===== src/hw/rst_pwr_pkg.sv =====
// Constants, types and register map of the reset and power-mode controller
`default_nettype none

package rst_pwr_pkg;

  // ==========================================================================
  // Timing
  // ==========================================================================
  localparam int unsigned CLK_MHZ           = 125;
  localparam int unsigned SUPPLY_SETTLE_MS  = 100;
  localparam int unsigned SUPPLY_SETTLE_CYC = SUPPLY_SETTLE_MS * 1000 * CLK_MHZ;
  localparam int unsigned CLOCK_LOSS_US     = 100;
  localparam int unsigned CLOCK_LOSS_CYC    = CLOCK_LOSS_US * CLK_MHZ;
  localparam int unsigned PIN_EXIT_CYC      = 12;
  localparam int unsigned CNT_W             = 24;
  localparam logic [2:0]  WD_KEY_GAP_CYC    = 3'h4;
  localparam int unsigned WD_WIDTH          = 21;
  localparam logic [4:0]  WD_EXP_BASE       = 5'h06;

  // ==========================================================================
  // Register addresses
  // ==========================================================================
  localparam logic [7:0] ADDR_POWER_MODE  = 8'h87;
  localparam logic [7:0] ADDR_RESET_CAUSE = 8'hEF;
  localparam logic [7:0] ADDR_WATCHDOG    = 8'hFF;

  // ==========================================================================
  // Field positions and reset values
  // ==========================================================================
  localparam int unsigned PM_IDLE = 0;
  localparam int unsigned PM_STOP = 1;
  localparam int unsigned RC_PIN  = 0;
  localparam int unsigned RC_POR  = 1;
  localparam int unsigned RC_CLK  = 2;
  localparam int unsigned RC_WD   = 3;
  localparam int unsigned RC_SW   = 4;
  localparam int unsigned RC_CMP  = 5;
  localparam int unsigned RC_CNV  = 6;
  localparam int unsigned WD_IVL_MSB   = 2;
  localparam int unsigned WD_SET_GUARD = 7;

  localparam logic [7:0] POWER_MODE_RST  = 8'h00;
  localparam logic [7:0] RESET_CAUSE_RST = 8'h00;
  localparam logic [2:0] WD_INTERVAL_RST = 3'h7;

  // Watchdog control keys
  localparam logic [7:0] WD_KEY_RESTART = 8'hA5;
  localparam logic [7:0] WD_KEY_DIS1    = 8'hDE;
  localparam logic [7:0] WD_KEY_DIS2    = 8'hAD;
  localparam logic [7:0] WD_KEY_LOCK    = 8'hFF;

  // ==========================================================================
  // Types
  // ==========================================================================
  typedef enum logic [2:0] {
    CAUSE_NONE, CAUSE_SUPPLY, CAUSE_PIN, CAUSE_CLOCK,
    CAUSE_CMP, CAUSE_CNV, CAUSE_SW, CAUSE_WD
  } cause_e;

  typedef struct packed {
    logic       wr;
    logic       rd;
    logic [7:0] addr;
    logic [7:0] wdata;
  } sfr_req_s;

endpackage : rst_pwr_pkg

`default_nettype wire


===== src/hw/reset_power_watchdog_ctrl.sv =====
// Reset source merger, power-mode control and watchdog host for the core
`default_nettype none

// Behaviour
// - stop bit stops core and oscillator, reads zero
// - idle bit gates core clock only, reads zero
// - reset halts core, presets registers, ports, timers
// - memory kept, stack pointer reset by reset
// - port latches all ones during reset
// - supply resets drive pin low for 100 ms
// - exit clears PC, default clock, watchdog on
// - power-on sets only power-on cause flag
// - supply low holds reset, exits like power-on
// - pin low resets, 12 cycles, pin flag
// - enabled clock loss over 100 us resets
// - enabled comparator below resets, pin untouched
// - enabled convert input low resets, blocks conversions
// - 21-bit watchdog overflow resets, pin untouched
// - key A5 enables and restarts watchdog
// - reset enables watchdog; lock ignores disables
// - disable needs DE then AD within 4
// - key FF locks out disable only
// - interval four power three plus field
module reset_power_watchdog_ctrl
  import rst_pwr_pkg::*;
#(
  parameter int unsigned SUPPLY_CYC     = SUPPLY_SETTLE_CYC,
  parameter int unsigned CLOCK_LOSS_CYC_P = CLOCK_LOSS_CYC
) (
  input  wire logic       ref_clk,
  input  wire logic       rstn,
  input  wire sfr_req_s   sfr_req,
  output logic [7:0]      sfr_rdata,
  input  wire logic       supply_ok,
  input  wire logic       supply_monitor_enable_pin,
  input  wire logic       rst_pin_in,
  output logic            rst_pin_out,
  output logic            rst_pin_oe_n,
  input  wire logic       sysclk_tick,
  input  wire logic       osc_stable,
  input  wire logic       irq_pending,
  input  wire logic       noninverting_above_inverting,
  input  wire logic       convert_start_input,
  output logic            sys_reset,
  output logic            port_preset,
  output logic            osc_enable,
  output logic            osc_default_sel,
  output logic            cpu_clk_en,
  output logic            periph_clk_en,
  output logic            adc_convert_start
);

  // ==========================================================================
  // Declarations
  // ==========================================================================
  typedef enum logic [2:0] {
    ST_RUN, ST_HOLD, ST_SETTLE, ST_PIN_EXIT, ST_CLK_WAIT
  } state_e;

  state_e           state_r;
  state_e           state_nxt;
  cause_e           cause_r;
  cause_e           cause_nxt;
  cause_e           trig;
  logic [CNT_W-1:0] cnt_r;
  logic [CNT_W-1:0] cnt_nxt;
  logic [CNT_W-1:0] loss_cnt_r;
  logic [7:0]       flags_r;
  logic [7:0]       rdata_r;
  logic             clk_loss_en_r;
  logic             cmp_en_r;
  logic             cnv_en_r;
  logic             sw_force_r;
  logic             por_force_r;
  logic             idle_r;
  logic             stop_r;
  logic             cnv_prev_r;
  logic             sys_reset_r;
  logic             port_preset_r;
  logic             pin_oe_n_r;
  logic             osc_en_r;
  logic             osc_def_r;
  logic             cpu_en_r;
  logic             periph_en_r;
  logic             adc_start_r;
  logic             running;
  logic             wr_ok;
  logic             supply_low;
  logic             pin_low;
  logic             cmp_below;
  logic             cnv_low;
  logic             clk_lost;
  logic             wd_overflow;
  logic [2:0]       wd_interval;

  // Writes only land while running
  assign running = (state_r == ST_RUN);
  assign wr_ok   = running & sfr_req.wr;

  // ==========================================================================
  // Raw reset source levels
  // ==========================================================================
  // Own pin drive is not an outside reset
  assign supply_low = supply_monitor_enable_pin & ~supply_ok;
  assign pin_low    = ~rst_pin_in & pin_oe_n_r;
  assign cmp_below  = ~noninverting_above_inverting;
  assign cnv_low    = ~convert_start_input;
  // clock loss once the one-shot window runs out
  assign clk_lost   = clk_loss_en_r && (loss_cnt_r == CNT_W'(CLOCK_LOSS_CYC_P - 1));

  // Fixed source priority
  always_comb begin
    trig = CAUSE_NONE;
    if (supply_low || por_force_r) begin
      trig = CAUSE_SUPPLY;
    end else if (pin_low) begin
      trig = CAUSE_PIN;
    end else if (clk_lost) begin
      trig = CAUSE_CLOCK;
    // comparator below gated by its enable
    end else if (cmp_en_r && cmp_below) begin
      trig = CAUSE_CMP;
    // convert input low gated by its enable
    end else if (cnv_en_r && cnv_low) begin
      trig = CAUSE_CNV;
    end else if (sw_force_r) begin
      trig = CAUSE_SW;
    end else if (wd_overflow) begin
      trig = CAUSE_WD;
    end
  end

  // ==========================================================================
  // Reset sequencer
  // ==========================================================================
  // Next state; supply loss overrides all
  always_comb begin
    state_nxt = state_r;
    cause_nxt = cause_r;
    cnt_nxt   = cnt_r;
    case (state_r)
      ST_RUN: begin
        if (trig == CAUSE_SUPPLY) begin
          state_nxt = ST_SETTLE;
          cause_nxt = trig;
          cnt_nxt   = '0;
        end else if (trig != CAUSE_NONE) begin
          state_nxt = ST_HOLD;
          cause_nxt = trig;
        end
      end
      ST_HOLD: begin
        // Level sources hold while active
        if ((cause_r == CAUSE_PIN) && !pin_low) begin
          state_nxt = ST_PIN_EXIT;
          cnt_nxt   = '0;
        end else if ((cause_r == CAUSE_CMP) && !cmp_below) begin
          state_nxt = ST_CLK_WAIT;
        end else if ((cause_r == CAUSE_CNV) && !cnv_low) begin
          state_nxt = ST_CLK_WAIT;
        end else if ((cause_r != CAUSE_PIN) && (cause_r != CAUSE_CMP) &&
                     (cause_r != CAUSE_CNV)) begin
          state_nxt = ST_CLK_WAIT;
        end
      end
      ST_PIN_EXIT: begin
        // twelve cycles after the pin rises
        if (cnt_r == CNT_W'(PIN_EXIT_CYC - 1)) begin
          state_nxt = ST_CLK_WAIT;
        end else begin
          cnt_nxt = cnt_r + 1'b1;
        end
      end
      ST_SETTLE: begin
        // settle timer; restarts while supply low
        if (supply_low) begin
          cnt_nxt = '0;
        end else if (cnt_r == CNT_W'(SUPPLY_CYC - 1)) begin
          state_nxt = ST_CLK_WAIT;
        end else begin
          cnt_nxt = cnt_r + 1'b1;
        end
      end
      ST_CLK_WAIT: begin
        // execution starts once the clock is stable
        if (osc_stable) begin
          state_nxt = ST_RUN;
        end
      end
      default: begin
        state_nxt = ST_SETTLE;
        cause_nxt = CAUSE_SUPPLY;
        cnt_nxt   = '0;
      end
    endcase
    // supply loss re-enters reset from anywhere
    if (state_r != ST_RUN && state_r != ST_SETTLE && supply_low) begin
      state_nxt = ST_SETTLE;
      cause_nxt = CAUSE_SUPPLY;
      cnt_nxt   = '0;
    // pin low during a softer reset takes over
    end else if (state_r != ST_RUN && state_r != ST_SETTLE && pin_low) begin
      state_nxt = ST_HOLD;
      cause_nxt = CAUSE_PIN;
    end
  end

  // Power-on starts the settle period
  always_ff @(posedge ref_clk) begin
    if (!rstn) begin
      state_r <= ST_SETTLE;
      cause_r <= CAUSE_SUPPLY;
      cnt_r   <= '0;
    end else begin
      state_r <= state_nxt;
      cause_r <= cause_nxt;
      cnt_r   <= cnt_nxt;
    end
  end

  // cause flags written on exit, every exit clears the rest
  always_ff @(posedge ref_clk) begin
    if (!rstn) begin
      flags_r <= RESET_CAUSE_RST;
    end else if (state_r == ST_CLK_WAIT && state_nxt == ST_RUN) begin
      flags_r <= RESET_CAUSE_RST;
      case (cause_r)
        CAUSE_SUPPLY: flags_r[RC_POR] <= 1'b1;
        CAUSE_PIN:    flags_r[RC_PIN] <= 1'b1;
        CAUSE_CLOCK:  flags_r[RC_CLK] <= 1'b1;
        CAUSE_CMP:    flags_r[RC_CMP] <= 1'b1;
        CAUSE_CNV:    flags_r[RC_CNV] <= 1'b1;
        CAUSE_SW:     flags_r[RC_SW]  <= 1'b1;
        CAUSE_WD:     flags_r[RC_WD]  <= 1'b1;
        default:      flags_r[RC_POR] <= 1'b0;
      endcase
    end
  end

  // ==========================================================================
  // Reset cause register writes
  // ==========================================================================
  // Enables clear in every reset state
  always_ff @(posedge ref_clk) begin
    if (!rstn || !running) begin
      clk_loss_en_r <= 1'b0;
      cmp_en_r      <= 1'b0;
      cnv_en_r      <= 1'b0;
      sw_force_r    <= 1'b0;
      por_force_r   <= 1'b0;
    end else begin
      sw_force_r  <= wr_ok && (sfr_req.addr == ADDR_RESET_CAUSE) && sfr_req.wdata[RC_SW];
      por_force_r <= wr_ok && (sfr_req.addr == ADDR_RESET_CAUSE) && sfr_req.wdata[RC_PIN];
      if (wr_ok && sfr_req.addr == ADDR_RESET_CAUSE) begin
        // clock loss enable written through its flag bit
        clk_loss_en_r <= sfr_req.wdata[RC_CLK];
        // comparator enable written through its flag bit
        cmp_en_r      <= sfr_req.wdata[RC_CMP];
        // convert input enable written through its flag bit
        cnv_en_r      <= sfr_req.wdata[RC_CNV];
      end
    end
  end

  // Clock loss one-shot, rearmed by ticks
  always_ff @(posedge ref_clk) begin
    if (!rstn || !running || !clk_loss_en_r || sysclk_tick) begin
      loss_cnt_r <= '0;
    end else if (!clk_lost) begin
      loss_cnt_r <= loss_cnt_r + 1'b1;
    end
  end

  // ==========================================================================
  // Power modes
  // ==========================================================================
  // stop leaves only through reset; idle ends on interrupt
  always_ff @(posedge ref_clk) begin
    if (!rstn || !running) begin
      idle_r <= POWER_MODE_RST[PM_IDLE];
      stop_r <= POWER_MODE_RST[PM_STOP];
    end else begin
      if (wr_ok && sfr_req.addr == ADDR_POWER_MODE && sfr_req.wdata[PM_IDLE]) begin
        idle_r <= 1'b1;
      end else if (irq_pending) begin
        idle_r <= 1'b0;
      end
      if (wr_ok && sfr_req.addr == ADDR_POWER_MODE && sfr_req.wdata[PM_STOP]) begin
        stop_r <= 1'b1;
      end
    end
  end

  // ==========================================================================
  // Watchdog
  // ==========================================================================
  // counts every ref_clk cycle; frozen while stopped
  watchdog_timer u_watchdog (
    .ref_clk   (ref_clk),
    .rstn      (rstn),
    .sys_reset (!running),
    .count_en  (!stop_r),
    .wr        (wr_ok && (sfr_req.addr == ADDR_WATCHDOG)),
    .wdata     (sfr_req.wdata),
    .interval  (wd_interval),
    .overflow  (wd_overflow)
  );

  // ==========================================================================
  // Register reads
  // ==========================================================================
  // mode bits always read zero
  always_ff @(posedge ref_clk) begin
    if (!rstn) begin
      rdata_r <= 8'h00;
    end else if (sfr_req.rd) begin
      case (sfr_req.addr)
        ADDR_POWER_MODE:  rdata_r <= POWER_MODE_RST;
        ADDR_RESET_CAUSE: rdata_r <= flags_r;
        ADDR_WATCHDOG:    rdata_r <= {5'h00, wd_interval};
        default:          rdata_r <= 8'h00;
      endcase
    end
  end

  // ==========================================================================
  // Outputs
  // ==========================================================================
  // one reset level halts core, presets registers and stack
  // pointer; data memory has no connection to it
  always_ff @(posedge ref_clk) begin
    if (!rstn) begin
      sys_reset_r   <= 1'b1;
      port_preset_r <= 1'b1;
      osc_def_r     <= 1'b1;
    end else begin
      sys_reset_r   <= (state_nxt != ST_RUN);
      // latches load all ones on the same edge as sys_reset
      port_preset_r <= (state_nxt != ST_RUN);
      osc_def_r     <= (state_nxt != ST_RUN);
    end
  end

  // pin driven low only for supply and power-on resets
  always_ff @(posedge ref_clk) begin
    if (!rstn) begin
      pin_oe_n_r <= 1'b0;
    end else begin
      pin_oe_n_r <= (state_nxt != ST_SETTLE);
    end
  end

  // clock gating follows the mode bits
  always_ff @(posedge ref_clk) begin
    if (!rstn) begin
      cpu_en_r    <= 1'b0;
      periph_en_r <= 1'b1;
      osc_en_r    <= 1'b1;
    end else begin
      cpu_en_r    <= (state_nxt == ST_RUN) && !idle_r && !stop_r;
      periph_en_r <= !stop_r;
      osc_en_r    <= !stop_r;
    end
  end

  // fall starts conversion unless a reset source
  always_ff @(posedge ref_clk) begin
    if (!rstn) begin
      cnv_prev_r  <= 1'b1;
      adc_start_r <= 1'b0;
    end else begin
      cnv_prev_r  <= convert_start_input;
      adc_start_r <= running && !cnv_en_r && cnv_prev_r && !convert_start_input;
    end
  end

  assign sfr_rdata         = rdata_r;
  assign rst_pin_out       = 1'b0;
  assign rst_pin_oe_n      = pin_oe_n_r;
  assign sys_reset         = sys_reset_r;
  assign port_preset       = port_preset_r;
  assign osc_enable        = osc_en_r;
  assign osc_default_sel   = osc_def_r;
  assign cpu_clk_en        = cpu_en_r;
  assign periph_clk_en     = periph_en_r;
  assign adc_convert_start = adc_start_r;

endmodule : reset_power_watchdog_ctrl

`default_nettype wire


===== src/hw/watchdog_timer.sv =====
// Watchdog timer with restart, disable keys and lockout
`default_nettype none

module watchdog_timer
  import rst_pwr_pkg::*;
(
  input  wire logic       ref_clk,
  input  wire logic       rstn,
  input  wire logic       sys_reset,
  input  wire logic       count_en,
  input  wire logic       wr,
  input  wire logic [7:0] wdata,
  output logic [2:0]      interval,
  output logic            overflow
);

  logic [WD_WIDTH-1:0] count_r;
  logic [WD_WIDTH-1:0] limit;
  logic [2:0]          interval_r;
  logic [2:0]          key_gap_r;
  logic                enabled_r;
  logic                locked_r;
  logic                overflow_r;
  logic                clear;

  assign clear    = ~rstn | sys_reset;
  assign interval = interval_r;
  assign overflow = overflow_r;

  // interval is four to the power three plus field
  assign limit = WD_WIDTH'(1) << (WD_EXP_BASE + {1'b0, interval_r, 1'b0});

  // count and overflow; key A5 restarts and enables
  always_ff @(posedge ref_clk) begin
    if (clear) begin
      count_r    <= '0;
      overflow_r <= 1'b0;
    end else if (wr && wdata == WD_KEY_RESTART) begin
      count_r    <= '0;
      overflow_r <= 1'b0;
    end else if (enabled_r && count_en) begin
      overflow_r <= (count_r == limit - WD_WIDTH'(1));
      count_r    <= (count_r == limit - WD_WIDTH'(1)) ? '0 : count_r + 1'b1;
    end else begin
      overflow_r <= 1'b0;
    end
  end

  // enabled after any reset; disable needs both keys close
  always_ff @(posedge ref_clk) begin
    if (clear) begin
      enabled_r <= 1'b1;
      key_gap_r <= '0;
    end else begin
      if (wr && wdata == WD_KEY_DIS1) begin
        key_gap_r <= WD_KEY_GAP_CYC;
      end else if (key_gap_r != '0) begin
        key_gap_r <= key_gap_r - 1'b1;
      end
      if (wr && wdata == WD_KEY_RESTART) begin
        enabled_r <= 1'b1;
      end else if (wr && wdata == WD_KEY_DIS2 && key_gap_r != '0 && !locked_r) begin
        enabled_r <= 1'b0;
      end
    end
  end

  // lockout key holds until the next system reset
  always_ff @(posedge ref_clk) begin
    if (clear) begin
      locked_r <= 1'b0;
    end else if (wr && wdata == WD_KEY_LOCK) begin
      locked_r <= 1'b1;
    end
  end

  // interval field, set with guard bit low
  always_ff @(posedge ref_clk) begin
    if (clear) begin
      interval_r <= WD_INTERVAL_RST;
    end else if (wr && !wdata[WD_SET_GUARD]) begin
      interval_r <= wdata[WD_IVL_MSB:0];
    end
  end

endmodule : watchdog_timer

`default_nettype wire


===== config.mk =====
export PLATFORM = sky130hd
export DESIGN_NAME = reset_power_watchdog_ctrl
export DESIGN_NICKNAME = d
export VERILOG_FILES = /design/src/hw/rst_pwr_pkg.sv /design/src/hw/reset_power_watchdog_ctrl.sv /design/src/hw/watchdog_timer.sv
export SDC_FILE = /design/constraint.sdc
export NUM_CORES = 1
export LEC_CHECK = 0
export BUFFER_PORTS_ARGS = -buffer_cell sky130_fd_sc_hd__buf_2
export CAP_MARGIN = 20
export CORE_ASPECT_RATIO = 1.75
export CORE_UTILIZATION = 39
export DETAILED_ROUTE_END_ITERATION = 10
export SLEW_MARGIN = 20
export SYNTH_ARGS = -nofsm -noshare
export SYNTH_HDL_FRONTEND = slang
export SYNTH_SLANG_ARGS = --single-unit

===== constraint.sdc =====
create_clock -name ref_clk -period 2.8 [get_ports ref_clk]
set_input_delay 0.28 -clock ref_clk [delete_from_list [all_inputs] [get_ports ref_clk]]
set_output_delay 0.28 -clock ref_clk [all_outputs]
set_load 0.05 [all_outputs]

==> reports/results.tsv <==
stage	metric	value	unit
logic_synthesis	synth_xor_area_share	7.268	%
sta	hold_viol_final	0	
detailed_routing	routed-via-count	4665	
clock_network	cts_hold_buf	0	
setup_path	crit_path_end_kind	register	
clock_network	cts_max_level	3	
sta	layout_min_cycle_time	2.677	ns
cells_and_area	final_common_cell	dfxtp_1	
cells_and_area	fin_area	6045	µm²
detailed_routing	drtPass1Iterations	4	
sta	worstMarginPinSlew	0.6959	ns
logic_synthesis	syn-instance-count	642	
global_route	grt_usage	18.31	%
logic_synthesis	netlist_area	5423	µm²
setup_path	startpoint_type	register	
sta	max_freq	0.3736	GHz
setup_path	critPathMaxFanout	8	
logic_synthesis	syn_area_per_cell	8.447	µm²
clock_network	post_cts_resized	0	
logic_synthesis	synth_seq_cells	111	
placement	routabilityCongestion	0.8857	
sta	fin_ws	0.1233	ns
global_route	grt_max_degree	31	
die	initial_core_util	40.31	%
detailed_routing	drt_iter0_markers	141	
sta	fin_crit_sh	95.60	%
detailed_routing	routedWlPerCell	14.91	µm
sta	skew	0.01261	ns
sta	setup_tns	0	ns
logic_synthesis	ys_async_sr_fraction	0	%
sta	drv_slew	0	
power_and_ir_drop	power_density	494.5	nW/µm²
global_route	grt_pass1_wl	21090	µm
setup_path	critPathRequiredTime	3.10	ns
sta	rsz0062_at_grt	no	
power_and_ir_drop	seqPwrFrac	53.1	%
logic_synthesis	synth-compound-area-share	14.10	%
setup_path	cp.arrival	2.98	ns
power_and_ir_drop	netSwitchingPower	665.7	µW
setup_path	rr_endpoint	cpu_clk_en	
clock_network	cts_buffers	9	
die	dieWidth	91.14	µm
cells_and_area	fin_util	44.93	%
placement	hpwl	9612	µm
power_and_ir_drop	vdd_drop_max	230.4	µV
power_and_ir_drop	pwr-share-clk	44.0	%
status	status	completed	
detailed_routing	ant_nets	0	
clock_network	cts.sinks	111	
global_route	antenna_found_initial	0	
placement	post-place-ws	0.1437	ns
clock_network	post-cts-setup-buffer-count	0	
logic_synthesis	muxShareOfSynthArea	1.477	%
cells_and_area	fill_cells	1387	
logic_synthesis	synthDistinctLibCells	56	
clock_network	clk_path_buf_depth	2	
setup_path	critPathLaunch	cnt_r[3]	
logic_synthesis	synth_top_family_by_area	simple AND/OR/NAND/NOR gates	
sta	slew_headroom	52.41	%
setup_path	reg2regPathDepth	7	
min_path	hp-class	input pin to register	
logic_synthesis	synth_fa_ha_area_share	1.154	%
cells_and_area	final_cell_mix	dfxtp_1, nor2_1, nand2_1	
cells_and_area	drive_gt1_share	11.37	%
cells_and_area	area_delta_synth_final	11.47	%
die	rows	56	
logic_synthesis	synth-simple-area-share	30.90	%
sta	setup_violations	0	
min_path	worstHoldStart	sfr_req[2]	
power_and_ir_drop	p_leak	0.001989	µW
run	cap_violations	0	
cells_and_area	final_net_count	705	
logic_synthesis	ys.flop_type	dfxtp_1	
clock_network	clkTransAtPathRegs	0.08	ns
setup_path	reg2reg_slack	0.12	ns
global_route	grt_pass1_vias	4605	
placement	portBuffers	42	
die	die-height	158.0	µm
die	core_area	13450	µm²
detailed_routing	wl	12690	µm
power_and_ir_drop	p_sw_share	22.27	%
clock_network	cts-root-buf	clkbuf_16	
min_path	holdPathEnd	u_watchdog.interval[2]	
clock_network	tritoncts	done	
clock_network	clk_latency	0.35	ns
placement	place_area	5736	µm²
setup_path	rr_startpoint	cnt_r[3]	
die	io_pins	45	
detailed_routing	drcViolationCount	0	
min_path	whs_path_depth	3	
logic_synthesis	yosysWarningCount	0	
power_and_ir_drop	internal-power	2324	µW
cells_and_area	diodes	0	
detailed_routing	avgViaCountPerCell	5.482	
die	dieArea	14400	µm²
power_and_ir_drop	power_frac_comb	2.9	%
global_route	grt_overflow_total	0	
logic_synthesis	synth_edf_count	0	
logic_synthesis	ys_seq_area_share	40.98	%
setup_path	crit_type	register to register	
synthesized netlist by cell type, drive strengths merged (4+ instances only):
cell type | n | area (µm²)
inv | 11 | 41.29
mux2i | 8 | 80.08
ha | 5 | 62.56
nand2b | 12 | 75.07
nand3 | 34 | 170.2
buf | 16 | 118.9
and3 | 10 | 62.56
and2 | 12 | 75.07
nor4 | 8 | 50.05
a21boi | 6 | 45.04
o31ai | 21 | 157.7
dfxtp | 111 | 2222
nor3 | 14 | 81.33
or4 | 21 | 161.4
xor2 | 26 | 227.7
nand4 | 23 | 150.1
nor2b | 14 | 87.58
clkbuf | 16 | 60.06
nor2 | 77 | 289.0
o21ai | 15 | 75.07
o21a | 6 | 45.04
a21oi | 36 | 180.2
xnor2 | 19 | 166.4
nor4b | 9 | 78.83
a22oi | 4 | 30.03
or3 | 12 | 75.07
nand2 | 58 | 217.7
worst max-delay path, cell delays in order (launching register included):
cell	delay, ns
dfxtp_1	0.43
nand2_1	0.14
or4_4	0.54
o311ai_2	0.25
and3_1	0.30
o21bai_4	0.09
nor4b_1	0.66
buf_4	0.21
routing by layer:
metal / track usage (%) / up-vias / share of wire [%]
li1: - / 2355 / -
met1: 18.78 / 2206 / 40
met2: 34.96 / 75 / 53
met3: 2.738 / 29 / 2.8
met4: 10.58 / 0 / 3.9
met5: 0 / - / 0
final cells by class:
class	instances	area [µm²]	share of cell area, %
Clock inverter	6	80.08	1.325
Tap cell	174	217.7	3.602
Multi-Input combinational cell	489	2984	49.37
Inverter	11	41.29	0.6831
Clock buffer	10	229.0	3.788
Sequential cell	111	2222	36.76
Timing Repair Buffer	50	270.3	4.471
stage by stage:
step | power (µW) | cells | hold WS, ns
floorplan | 1673 | 643 | 0.3753
global placement | 1710 | 835 | 0.4661
detailed placement | 1711 | 835 | 0.4510
CTS | 3031 | 851 | 0.1821
global route | 3095 | 851 | 0.1980
finish | 2989 | 851 | 0.1962
state kept, by name, indices dropped and copies added (netlist names), 3 cells and up:
name and count:
cnt_r 24, loss_cnt_r 24, u_watchdog.count_r 21, flags_r 7, sfr_rdata 7, cause_r 3, state_r 3, u_watchdog.interval 3
u_watchdog.key_gap_r 3
power by group through the flow:
stage	Clock [µW]	Sequential (µW)	Combinational, µW
after global routing	1410	1590	92.8
after global placement	0	1620	85.5
after CTS	1360	1590	86.6
after detailed placement	0	1620	86.4
final	1320	1590	85.7
after floorplan	0	1630	42.6
how the worst max path moves through the flow:
stage | end
global placement | cpu_clk_en
detailed placement | cpu_clk_en
floorplan | osc_default_sel
finish | cpu_clk_en
CTS | cpu_clk_en
global route | cpu_clk_en
kinds of logic (layout without fill, tap and decap cells):
family / count (synthesis) / count (layout)
AOI/OAI and AO/OA: 113 / 113
xor gates and xnor gates: 45 / 45
adders and majority gates: 5 / 5
buffers and inverters: 43 / 77
DFF: 111 / 111
muxes: 8 / 8
other: 1 / 2
and+or+nand+nor: 316 / 316
Note: power is estimated with default switching activity, not from simulation.
